## src/hw/err_mon_pkg.sv

```systemverilog
// shared constants, types and helpers of the channel error monitor
package err_mon_pkg;
    localparam int CLK_NS = 50;
    function automatic int cyc_min(input int ns);
        int c;
        c = (ns + CLK_NS - 1) / CLK_NS;
        return (c < 1) ? 1 : c;
    endfunction : cyc_min
    localparam int DWELL_LEAD_NS = 1000;
    localparam int PRE_DELAY1_NS = 2000;
    localparam int PRE_DELAY2_NS = 500;
    localparam int PHASE_TOL_NS  = 100;
    localparam logic [7:0] DWELL_LEAD_CYC = 8'(cyc_min(DWELL_LEAD_NS));
    localparam logic [7:0] PRE_DELAY1_CYC = 8'(cyc_min(PRE_DELAY1_NS));
    localparam logic [7:0] PRE_DELAY2_CYC = 8'(cyc_min(PRE_DELAY2_NS));
    localparam logic [7:0] PHASE_TOL_CYC  = 8'(cyc_min(PHASE_TOL_NS));
    localparam logic [7:0] TIMER_SAT      = 8'hFF;
    // link word: sync, parity, first-of-instruction, 13 data bits
    localparam int WORD_W = 16;
    localparam int W_SYNC = 15;
    localparam int W_PAR = 14;
    localparam int W_FIRST = 13;
    localparam int OP_HI = 12;
    localparam int OP_LO = 9;
    localparam int HI_W = 9;
    localparam int PAY_W = 22;
    localparam int FIFO_DEPTH = 8;
    localparam int AMP_W = 12;
    localparam int SCALE_W = 8;
    localparam int AMP_FRAC = 7;
    localparam logic [AMP_W-1:0] SCALE_RST = 12'h080;
    localparam logic [PAY_W-1:0] COARSE_MIN = 22'h000010;
    localparam logic [PAY_W-1:0] COARSE_MAX = 22'h000FF0;
    localparam logic [15:0] PARAM_MAX = 16'h0FFF;
    localparam logic [1:0] FEAT_ECL = 2'h2;
    localparam logic [1:0] NEWCMD_ECL = 2'h3;
    localparam logic [7:0] INFO_ERASED = 8'hFF;
    typedef enum logic [3:0] {OP_NOP, OP_GATE, OP_AMP_PRI, OP_AMP_SHIFT, OP_AMP_SCALE,
                              OP_FREQ, OP_OFFSET, OP_COARSE, OP_OBSERVE, OP_SCAN} rt_op_t;
    typedef enum logic [2:0] {G_IDLE, G_TX, G_ACQ, G_TUNE, G_HOMO} gate_t;
    localparam logic [2:0] GATE_LAST = 3'h4;
    typedef enum logic [3:0] {CMD_INIT, CMD_PARAM, CMD_FEAT, CMD_NEWCMD} cmd_t;
    localparam int E_BOARD = 0, E_PWR = 1, E_RANGE = 2, E_FUNC = 3, E_SYNTAX = 4, E_CMDHW = 5;
    localparam int E_BISC = 6, E_BISS = 7, E_PAR = 8, E_SYNC = 9, E_ALIGN = 10, E_DWELL = 11;
    localparam int E_PRE1 = 12, E_PRE2 = 13, E_TRANS = 14, E_UNK = 15, E_NCO = 16, E_SCAN = 17;
    localparam int E_OFS = 18, E_COARSE = 19, E_OBS = 20, E_AMP = 21, E_PHASE = 22, N_ERR = 23;
    localparam logic [6:0] ERR_CODE [N_ERR] = '{7'h05, 7'h0D, 7'h0F, 7'h11, 7'h14, 7'h15,
        7'h3A, 7'h3B, 7'h40, 7'h41, 7'h42, 7'h43, 7'h45, 7'h46, 7'h47, 7'h48, 7'h49, 7'h4A,
        7'h4B, 7'h4C, 7'h4D, 7'h4E, 7'h57};
    function automatic logic odd_par(input logic [WORD_W-1:0] w);
        return ^w;
    endfunction : odd_par
endpackage : err_mon_pkg

```

## src/hw/rt_link_if.sv

```systemverilog
// link between sequencer/host end and the monitor end
`timescale 1ns/1ps
`default_nettype none
interface rt_link_if;
    import err_mon_pkg::*;
    logic              link_valid;
    logic [WORD_W-1:0] link_word;
    logic              link_ready;
    logic              cmd_valid;
    logic [3:0]        cmd_addr;
    logic [3:0]        cmd_dev_id;
    logic [3:0]        cmd_op;
    logic [15:0]       cmd_param;
    logic              err_valid;
    logic [6:0]        err_code;
    logic              err_ack;
    modport host_end (output link_valid, link_word, cmd_valid, cmd_addr, cmd_dev_id, cmd_op,
                      cmd_param, err_ack, input link_ready, err_valid, err_code);
    modport dev_end (input link_valid, link_word, cmd_valid, cmd_addr, cmd_dev_id, cmd_op,
                     cmd_param, err_ack, output link_ready, err_valid, err_code);
endinterface : rt_link_if
`default_nettype wire

```

## src/hw/err_mon_fifo.sv

```systemverilog
// flip-flop fifo with valid/ready on both sides
`timescale 1ns/1ps
`default_nettype none
module err_mon_fifo #(
    parameter int W = 16,
    parameter int D = 8
) (
    input  wire logic         i_ref_clk,
    input  wire logic         i_reset_n,
    input  wire logic         i_in_valid,
    input  wire logic [W-1:0] i_in_data,
    output logic              o_in_ready,
    output logic              o_out_valid,
    output logic [W-1:0]      o_out_data,
    input  wire logic         i_out_ready
);
    localparam int AW = $clog2(D);
    logic [W-1:0]  mem_q [D];
    logic [AW-1:0] wr_q;
    logic [AW-1:0] rd_q;
    logic [AW:0]   cnt_q;
    logic          push;
    logic          pop;
    assign push = i_in_valid & o_in_ready;
    assign pop = o_out_valid & i_out_ready;
    assign o_in_ready = (cnt_q != (AW+1)'(D));
    assign o_out_valid = (cnt_q != '0);
    assign o_out_data = mem_q[rd_q];
    always_ff @(posedge i_ref_clk) begin
        if (push) begin
            mem_q[wr_q] <= i_in_data;
        end
    end
    always_ff @(posedge i_ref_clk) begin
        if (!i_reset_n) begin
            wr_q <= '0;
            rd_q <= '0;
            cnt_q <= '0;
        end else begin
            if (push) wr_q <= (wr_q == AW'(D-1)) ? '0 : wr_q + 1'b1;
            if (pop) rd_q <= (rd_q == AW'(D-1)) ? '0 : rd_q + 1'b1;
            cnt_q <= cnt_q + (AW+1)'(push) - (AW+1)'(pop);
        end
    end
endmodule : err_mon_fifo
`default_nettype wire

```

## src/hw/err_mon_dev.sv

```systemverilog
// channel error monitor: checks link, commands, gating and datapath, reports codes
// Overview of operation
// board address differs from command id: 5
// report 13 after power-up until read
// out-of-range command parameter rejected: 15
// unsupported function 17, unavailable command 21
// unknown command gives syntax error 20
// info store corrupt 58, checksum 59
// link word parity mismatch gives 64
// wrong link sync bit gives 65
// instruction boundary misalignment gives 66
// dwell lead too short at acquisition: 67
// tune entry pre-delay 1 short: 69
// homo entry pre-delay 2 short: 70
// disallowed gating transition gives 71
// unknown real-time instruction gives 72
// primary plus shift amplitude overflow: 73
// scan info overrun before forwarding: 74
// frequency plus offset overflow: 75
// coarse frequency out of range: 76
// both channels observe gives 77
// amplitude combining stage overflow gives 78
// sync clock phase off reference: 87
// sequencer sends instructions at 12.5ns resolution; here one link word per 50ns clock, two words per instruction
// steady yellow while error pending
// errors latched with code until read
`timescale 1ns/1ps
`default_nettype none
module err_mon_dev
    import err_mon_pkg::*;
(
    input  wire logic        i_ref_clk,
    input  wire logic        i_reset_n,
    rt_link_if.dev_end       lnk,
    input  wire logic [1:0]  i_engineering_change_level,
    input  wire logic        i_info_valid,
    input  wire logic [7:0]  i_info_byte,
    input  wire logic        i_info_last,
    input  wire logic        i_backplane_sync_clock,
    input  wire logic        i_ref_mark,
    input  wire logic        i_scan_ready,
    output logic             o_scan_valid,
    output logic [PAY_W-1:0] o_scan_data,
    output logic [1:0]       o_observe,
    output logic [2:0]       o_gating_state,
    output logic             o_status_yellow
);
    logic [WORD_W-1:0] w;
    logic              f_valid;
    logic              busy_q;
    logic              take;
    logic              good;
    logic              exp2_q;
    rt_op_t            op_q;
    logic [HI_W-1:0]   hi_q;
    logic              exec;
    logic [PAY_W-1:0]  pay;
    gate_t             gate_q;
    gate_t             gate_d;
    logic              gate_go;
    logic [7:0]        since_tx_q;
    logic [7:0]        since_tune_q;
    logic [AMP_W-1:0]  pri_q;
    logic [AMP_W-1:0]  shf_q;
    logic [SCALE_W-1:0] scl_q;
    logic [AMP_W-1:0]  pri_d;
    logic [AMP_W-1:0]  shf_d;
    logic [SCALE_W-1:0] scl_d;
    logic              amp_go;
    logic signed [PAY_W-1:0] frq_q;
    logic signed [PAY_W-1:0] ofs_q;
    logic signed [PAY_W-1:0] frq_d;
    logic signed [PAY_W-1:0] ofs_d;
    logic              frq_go;
    logic [PAY_W-1:0]  coarse_q;
    logic [1:0]        obs_d;
    logic              obs_go;
    logic [7:0]        sum_q;
    logic [7:0]        sum_n;
    logic              sync_d1_q;
    logic [7:0]        since_sync_q;
    logic [N_ERR-1:0]  ev;
    logic [N_ERR-1:0]  pend_q;
    logic [4:0]        sel_q;
    logic              rep_q;
    logic [6:0]        code_q;

    function automatic logic gate_ok(input gate_t c, input gate_t n);
        unique case (c)
            G_IDLE:  return 1'b1;
            G_TX:    return n != G_TUNE;
            G_ACQ:   return n == G_IDLE || n == G_TX;
            G_TUNE:  return n == G_IDLE || n == G_TUNE;
            G_HOMO:  return n != G_TUNE;
            default: return 1'b0;
        endcase
    endfunction : gate_ok

    function automatic logic amp_ovf(input logic [AMP_W-1:0] a, input logic [AMP_W-1:0] b,
                                     input logic [SCALE_W-1:0] s, output logic sum_ovf);
        logic [AMP_W:0]           sum;
        logic [AMP_W+SCALE_W-1:0] prod;
        sum = {1'b0, a} + {1'b0, b};
        sum_ovf = sum[AMP_W];
        prod = sum[AMP_W-1:0] * s;
        return prod[AMP_W+SCALE_W-1 -: (SCALE_W-AMP_FRAC)] != '0;
    endfunction : amp_ovf

    function automatic logic [4:0] lowest(input logic [N_ERR-1:0] v);
        logic [4:0] r;
        r = '0;
        for (int i = N_ERR - 1; i >= 0; i--) begin
            if (v[i]) r = 5'(i);
        end
        return r;
    endfunction : lowest

    err_mon_fifo #(.W(WORD_W), .D(FIFO_DEPTH)) u_fifo (
        .i_ref_clk   (i_ref_clk),
        .i_reset_n   (i_reset_n),
        .i_in_valid  (lnk.link_valid),
        .i_in_data   (lnk.link_word),
        .o_in_ready  (lnk.link_ready),
        .o_out_valid (f_valid),
        .o_out_data  (w),
        .i_out_ready (!busy_q)
    );

    assign take = f_valid & ~busy_q;
    assign good = take & !odd_par(w) & w[W_SYNC];
    assign exec = good & !w[W_FIRST] & exp2_q;
    assign pay = {hi_q, w[OP_HI:0]};
    assign sum_n = sum_q + i_info_byte;

    // the decoder takes a word every other cycle, so a dense burst backs up the fifo
    always_ff @(posedge i_ref_clk) begin
        if (!i_reset_n) begin
            busy_q <= 1'b0;
            exp2_q <= 1'b0;
            op_q <= OP_NOP;
            hi_q <= '0;
        end else begin
            busy_q <= take;
            if (good && w[W_FIRST]) begin
                exp2_q <= 1'b1;
                op_q <= rt_op_t'(w[OP_HI:OP_LO]);
                hi_q <= w[HI_W-1:0];
            end else if (good) begin
                exp2_q <= 1'b0;
            end
        end
    end

    always_comb begin
        ev = '0;
        gate_d = gate_t'(pay[2:0]);
        gate_go = 1'b0;
        pri_d = pri_q;
        shf_d = shf_q;
        scl_d = scl_q;
        amp_go = 1'b0;
        frq_d = frq_q;
        ofs_d = ofs_q;
        frq_go = 1'b0;
        obs_d = o_observe;
        obs_go = 1'b0;
        ev[E_PAR] = take & odd_par(w);
        ev[E_SYNC] = take & !w[W_SYNC];
        ev[E_ALIGN] = good & (w[W_FIRST] == exp2_q);
        if (exec) begin
            unique case (op_q)
                OP_NOP: ;
                OP_GATE: begin
                    if (pay[2:0] > GATE_LAST || !gate_ok(gate_q, gate_d)) begin
                        ev[E_TRANS] = 1'b1;
                    end else begin
                        gate_go = 1'b1;
                        ev[E_DWELL] = gate_q == G_TX && gate_d == G_ACQ
                                      && since_tx_q < DWELL_LEAD_CYC;
                        ev[E_PRE1] = gate_q != G_TUNE && gate_d == G_TUNE
                                     && since_tune_q < PRE_DELAY1_CYC;
                        ev[E_PRE2] = gate_q != G_HOMO && gate_d == G_HOMO
                                     && since_tx_q < PRE_DELAY2_CYC;
                    end
                end
                OP_AMP_PRI: begin
                    pri_d = pay[AMP_W-1:0];
                    amp_go = 1'b1;
                end
                OP_AMP_SHIFT: begin
                    shf_d = pay[AMP_W-1:0];
                    amp_go = 1'b1;
                end
                OP_AMP_SCALE: begin
                    scl_d = pay[SCALE_W-1:0];
                    amp_go = 1'b1;
                end
                OP_FREQ: begin
                    frq_d = pay;
                    frq_go = 1'b1;
                end
                OP_OFFSET: begin
                    ofs_d = pay;
                    frq_go = 1'b1;
                end
                OP_COARSE: ev[E_COARSE] = pay < COARSE_MIN || pay > COARSE_MAX;
                OP_OBSERVE: begin
                    obs_d[pay[0]] = pay[1];
                    ev[E_OBS] = &obs_d;
                    obs_go = !ev[E_OBS];
                end
                OP_SCAN: ev[E_SCAN] = o_scan_valid & !i_scan_ready;
                default: ev[E_UNK] = 1'b1;
            endcase
        end
        if (amp_go) begin
            ev[E_AMP] = amp_ovf(pri_d, shf_d, scl_d, ev[E_NCO]); // see
            amp_go = !ev[E_AMP] && !ev[E_NCO];
        end
        if (frq_go) begin
            ev[E_OFS] = (frq_d[PAY_W-1] == ofs_d[PAY_W-1])
                        && (PAY_W'(frq_d + ofs_d) >> (PAY_W-1)) != PAY_W'(frq_d[PAY_W-1]);
        end
        if (lnk.cmd_valid) begin
            if (lnk.cmd_addr != lnk.cmd_dev_id) begin
                ev[E_BOARD] = 1'b1;
            end else begin
                unique case (lnk.cmd_op)
                    CMD_INIT: ;
                    CMD_PARAM: ev[E_RANGE] = lnk.cmd_param > PARAM_MAX;
                    CMD_FEAT: ev[E_FUNC] = i_engineering_change_level < FEAT_ECL;
                    CMD_NEWCMD: ev[E_CMDHW] = i_engineering_change_level < NEWCMD_ECL;
                    default: ev[E_SYNTAX] = 1'b1;
                endcase
            end
        end
        ev[E_BISC] = i_info_valid & (i_info_byte == INFO_ERASED);
        ev[E_BISS] = i_info_valid & i_info_last & (sum_n != '0);
        ev[E_PHASE] = i_ref_mark & (since_sync_q > PHASE_TOL_CYC);
    end

    always_ff @(posedge i_ref_clk) begin
        if (!i_reset_n) begin
            gate_q <= G_IDLE;
            since_tx_q <= TIMER_SAT;
            since_tune_q <= TIMER_SAT;
        end else begin
            if (gate_go) gate_q <= gate_d;
            if (gate_q == G_TX) since_tx_q <= '0;
            else if (since_tx_q != TIMER_SAT) since_tx_q <= since_tx_q + 1'b1;
            if (gate_q == G_TUNE) since_tune_q <= '0;
            else if (since_tune_q != TIMER_SAT) since_tune_q <= since_tune_q + 1'b1;
        end
    end

    always_ff @(posedge i_ref_clk) begin
        if (!i_reset_n) begin
            pri_q <= '0;
            shf_q <= '0;
            scl_q <= SCALE_RST[SCALE_W-1:0];
            frq_q <= '0;
            ofs_q <= '0;
            coarse_q <= COARSE_MIN;
            o_observe <= '0;
        end else begin
            if (amp_go) begin
                pri_q <= pri_d;
                shf_q <= shf_d;
                scl_q <= scl_d;
            end
            if (frq_go && !ev[E_OFS]) begin
                frq_q <= frq_d;
                ofs_q <= ofs_d;
            end
            if (exec && op_q == OP_COARSE && !ev[E_COARSE]) coarse_q <= pay;
            if (obs_go) o_observe <= obs_d;
        end
    end

    always_ff @(posedge i_ref_clk) begin
        if (!i_reset_n) begin
            o_scan_valid <= 1'b0;
            o_scan_data <= '0;
        end else if (exec && op_q == OP_SCAN && !ev[E_SCAN]) begin
            o_scan_valid <= 1'b1;
            o_scan_data <= pay;
        end else if (i_scan_ready) begin
            o_scan_valid <= 1'b0;
        end
    end

    always_ff @(posedge i_ref_clk) begin
        if (!i_reset_n) begin
            sum_q <= '0;
            sync_d1_q <= 1'b0;
            since_sync_q <= TIMER_SAT;
        end else begin
            if (i_info_valid) sum_q <= i_info_last ? '0 : sum_n;
            sync_d1_q <= i_backplane_sync_clock;
            if (i_backplane_sync_clock && !sync_d1_q) since_sync_q <= '0;
            else if (since_sync_q != TIMER_SAT) since_sync_q <= since_sync_q + 1'b1;
        end
    end

    // pending errors stay until the host acknowledges the reported code; new events win
    always_ff @(posedge i_ref_clk) begin
        if (!i_reset_n) begin
            pend_q <= N_ERR'(1) << E_PWR;
            rep_q <= 1'b0;
            sel_q <= '0;
            code_q <= '0;
            o_status_yellow <= 1'b0;
        end else begin
            pend_q <= (pend_q & ~((N_ERR'(rep_q & lnk.err_ack)) << sel_q)) | ev;
            o_status_yellow <= |pend_q;
            if (rep_q && lnk.err_ack) begin
                rep_q <= 1'b0;
            end else if (!rep_q && |pend_q) begin
                rep_q <= 1'b1;
                sel_q <= lowest(pend_q);
                code_q <= ERR_CODE[lowest(pend_q)];
            end
        end
    end

    assign lnk.err_valid = rep_q;
    assign lnk.err_code = code_q;
    assign o_gating_state = gate_q;
endmodule : err_mon_dev
`default_nettype wire

```

## src/flat_wrapper.sv

```systemverilog
// flat-port wrapper written by rule: the top's interface ports become plain ports
module err_mon_dev_flat import err_mon_pkg::*;
  (i_ref_clk, i_reset_n, i_engineering_change_level, i_info_valid, i_info_byte, i_info_last, i_backplane_sync_clock, i_ref_mark, i_scan_ready, o_scan_valid, o_scan_data, o_observe, o_gating_state, o_status_yellow, lnk_link_valid, lnk_link_word, lnk_cmd_valid, lnk_cmd_addr, lnk_cmd_dev_id, lnk_cmd_op, lnk_cmd_param, lnk_err_ack, lnk_link_ready, lnk_err_valid, lnk_err_code);
  rt_link_if lnk_i ();
  input  wire logic i_ref_clk;
  input  wire logic i_reset_n;
  input  wire logic [1:0] i_engineering_change_level;
  input  wire logic i_info_valid;
  input  wire logic [7:0] i_info_byte;
  input  wire logic i_info_last;
  input  wire logic i_backplane_sync_clock;
  input  wire logic i_ref_mark;
  input  wire logic i_scan_ready;
  output logic o_scan_valid;
  output logic [PAY_W-1:0] o_scan_data;
  output logic [1:0] o_observe;
  output logic [2:0] o_gating_state;
  output logic o_status_yellow;
  input wire logic [$bits(lnk_i.link_valid)-1:0] lnk_link_valid;
  input wire logic [$bits(lnk_i.link_word)-1:0] lnk_link_word;
  input wire logic [$bits(lnk_i.cmd_valid)-1:0] lnk_cmd_valid;
  input wire logic [$bits(lnk_i.cmd_addr)-1:0] lnk_cmd_addr;
  input wire logic [$bits(lnk_i.cmd_dev_id)-1:0] lnk_cmd_dev_id;
  input wire logic [$bits(lnk_i.cmd_op)-1:0] lnk_cmd_op;
  input wire logic [$bits(lnk_i.cmd_param)-1:0] lnk_cmd_param;
  input wire logic [$bits(lnk_i.err_ack)-1:0] lnk_err_ack;
  output wire logic [$bits(lnk_i.link_ready)-1:0] lnk_link_ready;
  output wire logic [$bits(lnk_i.err_valid)-1:0] lnk_err_valid;
  output wire logic [$bits(lnk_i.err_code)-1:0] lnk_err_code;
  assign lnk_i.link_valid = lnk_link_valid;
  assign lnk_i.link_word = lnk_link_word;
  assign lnk_i.cmd_valid = lnk_cmd_valid;
  assign lnk_i.cmd_addr = lnk_cmd_addr;
  assign lnk_i.cmd_dev_id = lnk_cmd_dev_id;
  assign lnk_i.cmd_op = lnk_cmd_op;
  assign lnk_i.cmd_param = lnk_cmd_param;
  assign lnk_i.err_ack = lnk_err_ack;
  assign lnk_link_ready = lnk_i.link_ready;
  assign lnk_err_valid = lnk_i.err_valid;
  assign lnk_err_code = lnk_i.err_code;
  err_mon_dev u_core (.i_ref_clk(i_ref_clk), .i_reset_n(i_reset_n), .lnk(lnk_i), .i_engineering_change_level(i_engineering_change_level), .i_info_valid(i_info_valid), .i_info_byte(i_info_byte), .i_info_last(i_info_last), .i_backplane_sync_clock(i_backplane_sync_clock), .i_ref_mark(i_ref_mark), .i_scan_ready(i_scan_ready), .o_scan_valid(o_scan_valid), .o_scan_data(o_scan_data), .o_observe(o_observe), .o_gating_state(o_gating_state), .o_status_yellow(o_status_yellow));
endmodule
```

## config.mk

```make
export PLATFORM = sky130hd
export DESIGN_NAME = err_mon_dev_flat
export DESIGN_NICKNAME = d
export VERILOG_FILES = /design/src/hw/err_mon_pkg.sv /design/src/hw/rt_link_if.sv /design/src/hw/err_mon_fifo.sv /design/src/hw/err_mon_dev.sv /design/src/flat_wrapper.sv
export SDC_FILE = /design/constraint.sdc
export NUM_CORES = 1
export LEC_CHECK = 0
export BUFFER_PORTS_ARGS = -buffer_cell sky130_fd_sc_hd__buf_2
export CORE_MARGIN = 2
export CORE_UTILIZATION = 50
export DETAILED_ROUTE_END_ITERATION = 8
export PLACE_DENSITY = 0.67
export SLEW_MARGIN = 15
export SYNTH_ARGS = -nofsm -noshare
export SYNTH_HDL_FRONTEND = slang
export SYNTH_SLANG_ARGS = --single-unit
```

## constraint.sdc

```tcl
create_clock -name i_ref_clk -period 17.58 [get_ports i_ref_clk]
set_input_delay 0.879 -clock i_ref_clk [delete_from_list [all_inputs] [get_ports i_ref_clk]]
set_output_delay 0.879 -clock i_ref_clk [all_outputs]
set_load 0.01 [all_outputs]
```

==> results of run 1 <==
[synthesized netlist by cell type, drive strengths merged, types with 23 or more instances]
master,n,share of area (%)
nor3,29,0.76
fa,62,6.5
mux2i,81,4.3
ha,108,7.1
nand2b,29,0.95
nor2,161,3.2
o21ai,113,3.0
clkbuf,63,1.2
xnor2,48,2.2
mux2,32,1.9
edfxtp,128,20
xor2,26,1.2
nand3,33,0.87
a211oi,32,1.3
nor2b,29,0.95
dfxtp,202,21
inv,100,2.0
buf,23,0.81
a21o,23,0.91
a21oi,118,3.1
nand2,279,5.5
mux4,32,3.8
[worst min-delay path, stage by stage (launching register included)]
cell and delay (ps):
dfxtp_1 310, nand2_1 50, a21oi_1 50
[logic make-up (layout without fill, tap and decap cells)]
group	Yosys count	after routing
AND/OR/NAND/NOR	664	664
AO/OA/AOI/OAI	354	354
flip-flops	330	330
buffers and inverters	189	294
adder cells (fa/ha/maj)	170	170
multiplexers	145	145
XOR/XNOR	74	74
[state kept, by name, summed over array words and instances, names as in the netlist, 2 cells and up, named ones only]
signal / cells
u_core.frq_q: 22
u_core.hi_q: 9
u_core.lnk.err_code: 7
u_core.o_gating_state: 3
u_core.o_observe: 2
u_core.o_scan_data: 22
u_core.ofs_q: 22
u_core.op_q: 4
u_core.pend_q: 23
u_core.pri_q: 12
u_core.scl_q: 8
u_core.sel_q: 5
u_core.shf_q: 11
u_core.since_sync_q: 8
u_core.since_tune_q: 8
u_core.since_tx_q: 8
u_core.sum_q: 8
u_core.u_fifo.cnt_q: 4
u_core.u_fifo.mem_q: 128
u_core.u_fifo.rd_q: 3
u_core.u_fifo.wr_q: 3
[layer usage]
layer,up-vias,share of wire [%],GRT usage [%]
met1,6899,45,29.0
li1,6914,-,-
met5,-,0,0
met3,64,3.7,2.99
met2,239,50,39.9
met4,0,2.0,6.25
[power breakdown]
group / switching, mW / internal (mW)
sequential: 0.0549 / 0.850
combinational: 0.463 / 0.290
clock: 0.311 / 0.423
[final cells by class]
class	count	area share, %
clock buffer	48	4.56
tap	511	3.02
sequential	330	37.2
timing repair buffer	123	3.32
clock inverter	20	0.880
multi-input combinational	1407	49.2
inverter	103	1.83
[worst paths after layout]
check                          from                     end
min          u_core.o_scan_data[16]  u_core.o_scan_data[16]
min reg2reg  u_core.o_scan_data[16]  u_core.o_scan_data[16]
max reg2reg                    flop                    flop
max                            flop                    flop
[metrics by stage]
step | power (mW) | util [%]
finish | 2.39 | 56.4
floorplan | 1.44 | -
global placement | 1.64 | 53.3
global route | 2.52 | 56.4
detailed placement | 1.67 | 53.3
CTS | 2.40 | 56.4
==> results.yml, run 1 <==
die:
  dieWidth_um: 199
  coreArea_um2: 37600
  dieArea_um2: 39600
  die_y_um: 199
  rows: 71
  ios: 102
  start_util_pct: 50.7
synthesis:
  synthAdderAreaFrac_pct: 13.6
  synth_top_family_by_area: "simple AND/OR/NAND/NOR gates"
  synth_nets: 2160
  syn_area_um2: 19000
  ys_ff_latch: 330
  synth_compound_area_share_pct: 11.4
  yosys.area_share.simple_pct: 16.1
  yosysSeqAreaShare_pct: 41.4
  synthMuxAreaShare_pct: 10.0
  synth_cell_types: 70
  avgSynthCellArea_um2: 9.88
  async_flop_share_pct: 0
  synth_xor_xnor_area_share_pct: 3.40
  ys.flop_type: "dfxtp_1"
  post_synth_inst_count: 1926
  yosysWarnings: 0
  synth_edf_count: 128
clock_tree:
  cts_setup_buffers: 0
  clkSlewWorstSetupHoldPaths_ps: 60
  clock_sinks: 330
  cts_tree: "built"
  cts-resized-gates: 0
  cts_hold_buffers: 0
  clk_latency_ps: 540
  cts_made_buffers: 37
  clockRootBuffer: "clkbuf_16"
  htree_levels: 2
  clockBufferDepth: 3
sta:
  slew_headroom_pct: 24.3
  hold_viol: 0
  fin_ws_ps: 3950
  rsz0062_at_grt: "no"
  max_freq_mhz: 73.3
  finalCriticalPeriod_ps: 13630
  drv_slew: 0
  tns_ps: 0
  worst_pin_slew_ps: 1140
  fin_hold_ws_ps: 448
  skew_ps: 17.5
  setup_viol: 0
  min_period_over_period_pct: 77.6
power:
  p_leak_nw: 8.64
  powerDensity_nw_per_um2: 113
  ir_drop_mv: 0.130
global_routing:
  grt_usage_pct: 22.5
  grt_pass1_vias: 14100
  antenna_found_initial: 0
  grt_pass1_wl_um: 71200
  grt_overflow_total: 0
  grt_max_degree: 112
detailed_routing:
  drtIter0Drc: 963
  wl_um: 43500
  wl_per_cell_um: 17.1
  drc_errors: 0
  vias: 14100
  ant_nets: 0
  drtPass1Iterations: 7
  viasPerCell: 5.55
critical_path:
  slowest_delay_ps: 1000
  critical_path_buf_inv_count: 3
  critical_path_depth: 37
  worst_path_dominant_cell_family: "compound AO/OA/AOI/OAI gates"
  crit_arrival_ps: 14100
  worst-path-max-fanout: 33
  worstPathRequired_ps: 18050
  start_kind: "flop"
  crit_type: "flop to flop"
  r2r_setup_slack_ps: 3950
  crit_slowest_cell: "dfxtp_2"
  endpoint_kind: "flop"
  worstRegToRegCells: 37
placed_design:
  dp.cells: 2474
  placed_cell_area_um2: 20000
  port_buffers: 89
  routabilityCongestion: 0.854
  hpwlAfterDp_um: 30500
  pre_cts_ws_ps: 4100
finish:
  final_cell_count_no_fill: 2542
  multiInputGateArea_um2: 10400
  final_common_cell: "nand2_1"
  finalInstanceArea_um2: 21200
  nFillCells: 3228
  syn2layout_area_growth_pct: 11.3
  layout_common_cells: "nand2_1, dfxtp_1, nor2_1, edfxtp_1, a21oi_1"
  regArea_um2: 7890
  layout-drive-gt1-share_pct: 13.5
  antenna_cells: 0
  layout.nets: 2236
hold_path:
  min_path_type: "flop to flop"
  holdPathStages: 2
run:
  maxCapViolCount: 0
status:
  status: "complete, no violations"
No activity file was read; power rests on OpenSTA's default activity.
==> run 2: changes to the inputs <==
--- a/config.mk
+++ b/config.mk
@@ -9,7 +9,7 @@
 export CORE_MARGIN = 2
 export CORE_UTILIZATION = 50
 export DETAILED_ROUTE_END_ITERATION = 8
-export PLACE_DENSITY = 0.67
+export PLACE_DENSITY = 0.7
 export SLEW_MARGIN = 15
 export SYNTH_ARGS = -nofsm -noshare
 export SYNTH_HDL_FRONTEND = slang
==> constraint.sdc (replaced) <==
create_clock -name i_ref_clk -period 12.5 [get_ports i_ref_clk]
set_input_delay 0.625 -clock i_ref_clk [delete_from_list [all_inputs] [get_ports i_ref_clk]]
set_output_delay 0.625 -clock i_ref_clk [all_outputs]
set_load 0.01 [all_outputs]
==> results.yml, run 2 (synthesized netlist as in run 1, its figures left out) <==
status:
  status: "complete, no violations"
placed_design:
  routabilityCongestion: 0.870
  pre_cts_ws_ps: 985
  hpwlAfterDp_um: 30700
  dp.cells: 2488
  port_buffers: 89
global_routing:
  grt_usage_pct: 22.5
  grt_pass1_wl_um: 70900
  grt_overflow_total: 0
  antenna_found_initial: 0
  grt_pass1_vias: 14000
  grt_max_degree: 119
detailed_routing:
  drc_errors: 0
  wl_per_cell_um: 17.0
  viasPerCell: 5.59
  drtPass1Iterations: 5
  ant_nets: 0
  drtIter0Drc: 845
  vias: 14300
  wl_um: 43400
finish:
  regArea_um2: 7890
  largest_reg_flops: 128
  layout_common_cells: "nand2_1, dfxtp_1, nor2_1, edfxtp_1, a21oi_1"
  final_cell_count_no_fill: 2552
  layout-drive-gt1-share_pct: 14.2
  reg_top3: "u_core.u_fifo.mem_q (128), u_core.pend_q (23)"
  multiInputGateArea_um2: 10400
  nFillCells: 3223
  antenna_cells: 0
  final_common_cell: "nand2_1"
  layout.nets: 2249
  top_register: "u_core.u_fifo.mem_q"
  syn2layout_area_growth_pct: 12.4
sta:
  skew_ps: 15.4
  fin_ws_ps: 913
  hold_viol: 0
  worst_pin_slew_ps: 1060
  setup_viol: 0
  drv_slew: 0
  slew_headroom_pct: 28.6
  min_period_over_period_pct: 92.7
  max_freq_mhz: 86.3
  tns_ps: 0
  rsz0062_at_grt: "no"
  finalCriticalPeriod_ps: 11590
clock_tree:
  cts_made_buffers: 36
  clk_latency_ps: 530
  clkSlewWorstSetupHoldPaths_ps: 60
  clockRootBuffer: "clkbuf_16"
  clock_sinks: 330
  clockBufferDepth: 3
  cts_hold_buffers: 0
  htree_levels: 2
  cts_setup_buffers: 0
  cts_tree: "built"
  cts-resized-gates: 0
critical_path:
  slowest_delay_ps: 710
  crit_arrival_ps: 12050
  endpoint_kind: "flop"
  start_kind: "flop"
  crit_slowest_cell: "a2111oi_0"
  worstPathRequired_ps: 12960
  crit_type: "flop to flop"
  worst-path-max-fanout: 20
  worstRegToRegCells: 40
hold_path:
  min_path_type: "input port to flop"
  holdPathStages: 2
die:
  coreArea_um2: 37600
  start_util_pct: 50.7
  ios: 102
  die_y_um: 199
  rows: 71
  dieWidth_um: 199
  dieArea_um2: 39600
power:
  ir_drop_mv: 0.154
  p_leak_nw: 8.77
  powerDensity_nw_per_um2: 161
run:
  maxCapViolCount: 0
-- run 2: metrics by stage --
stage | util, % | power (mW) | hold slack, ps | instance area, um2
2_1_floorplan | - | 2.03 | 433 | 19000
3_3_place_gp | 53.7 | 2.34 | 440 | 20200
3_5_place_dp | 53.7 | 2.37 | 444 | 20200
4_1_cts | 57.0 | 3.47 | 287 | 21400
5_1_grt | 57.0 | 3.63 | 304 | 21400
6_report | 57.0 | 3.45 | 300 | 21400
-- run 2: metal layers --
metal,vias to the layer above,track usage (%),share of wire (%)
met5,-,0,0
met4,0,7.05,2.6
met3,75,3.75,4.5
met2,300,39.1,49
met1,6957,28.6,44
li1,6925,-,-
-- run 2: cell type report --
cell class | count | share of cell area, %
Clock buffer | 49 | 4.72
Clock inverter | 15 | 1.03
Inverter | 103 | 1.81
Multi-Input combinational cell | 1407 | 48.7
Sequential cell | 330 | 36.9
Tap cell | 511 | 2.99
Timing Repair Buffer | 137 | 3.84
-- run 2: final timing paths --
check	from	slack, ps	endpoint
max	flop	910	flop
min	i_backplane_sync_clock	300	u_core.sync_d1_q
max reg2reg	flop	910	flop
min reg2reg	u_core.o_scan_data[3]	450	u_core.o_scan_data[3]
-- run 2: report_power, final --
| group | internal, mW | switching, mW | total [mW] |
|---|---|---|---|
| clock network | 0.673 | 0.428 | 1.10 |
| logic | 0.423 | 0.651 | 1.07 |
| registers | 1.20 | 0.0797 | 1.28 |
| total | 2.29 | 1.16 | 3.45 |
-- run 2: critical path: cells and delay by family, from the launching register on --
| family | cells | cell delay [ps] |
|---|---|---|
| compound gates | 13 | 3190 |
| fa+ha+maj | 7 | 2960 |
| simple gates | 6 | 1460 |
| mux | 3 | 1310 |
| xor+xnor | 5 | 1040 |
| buf+inv | 6 | 940 |
| flops | 1 | 560 |
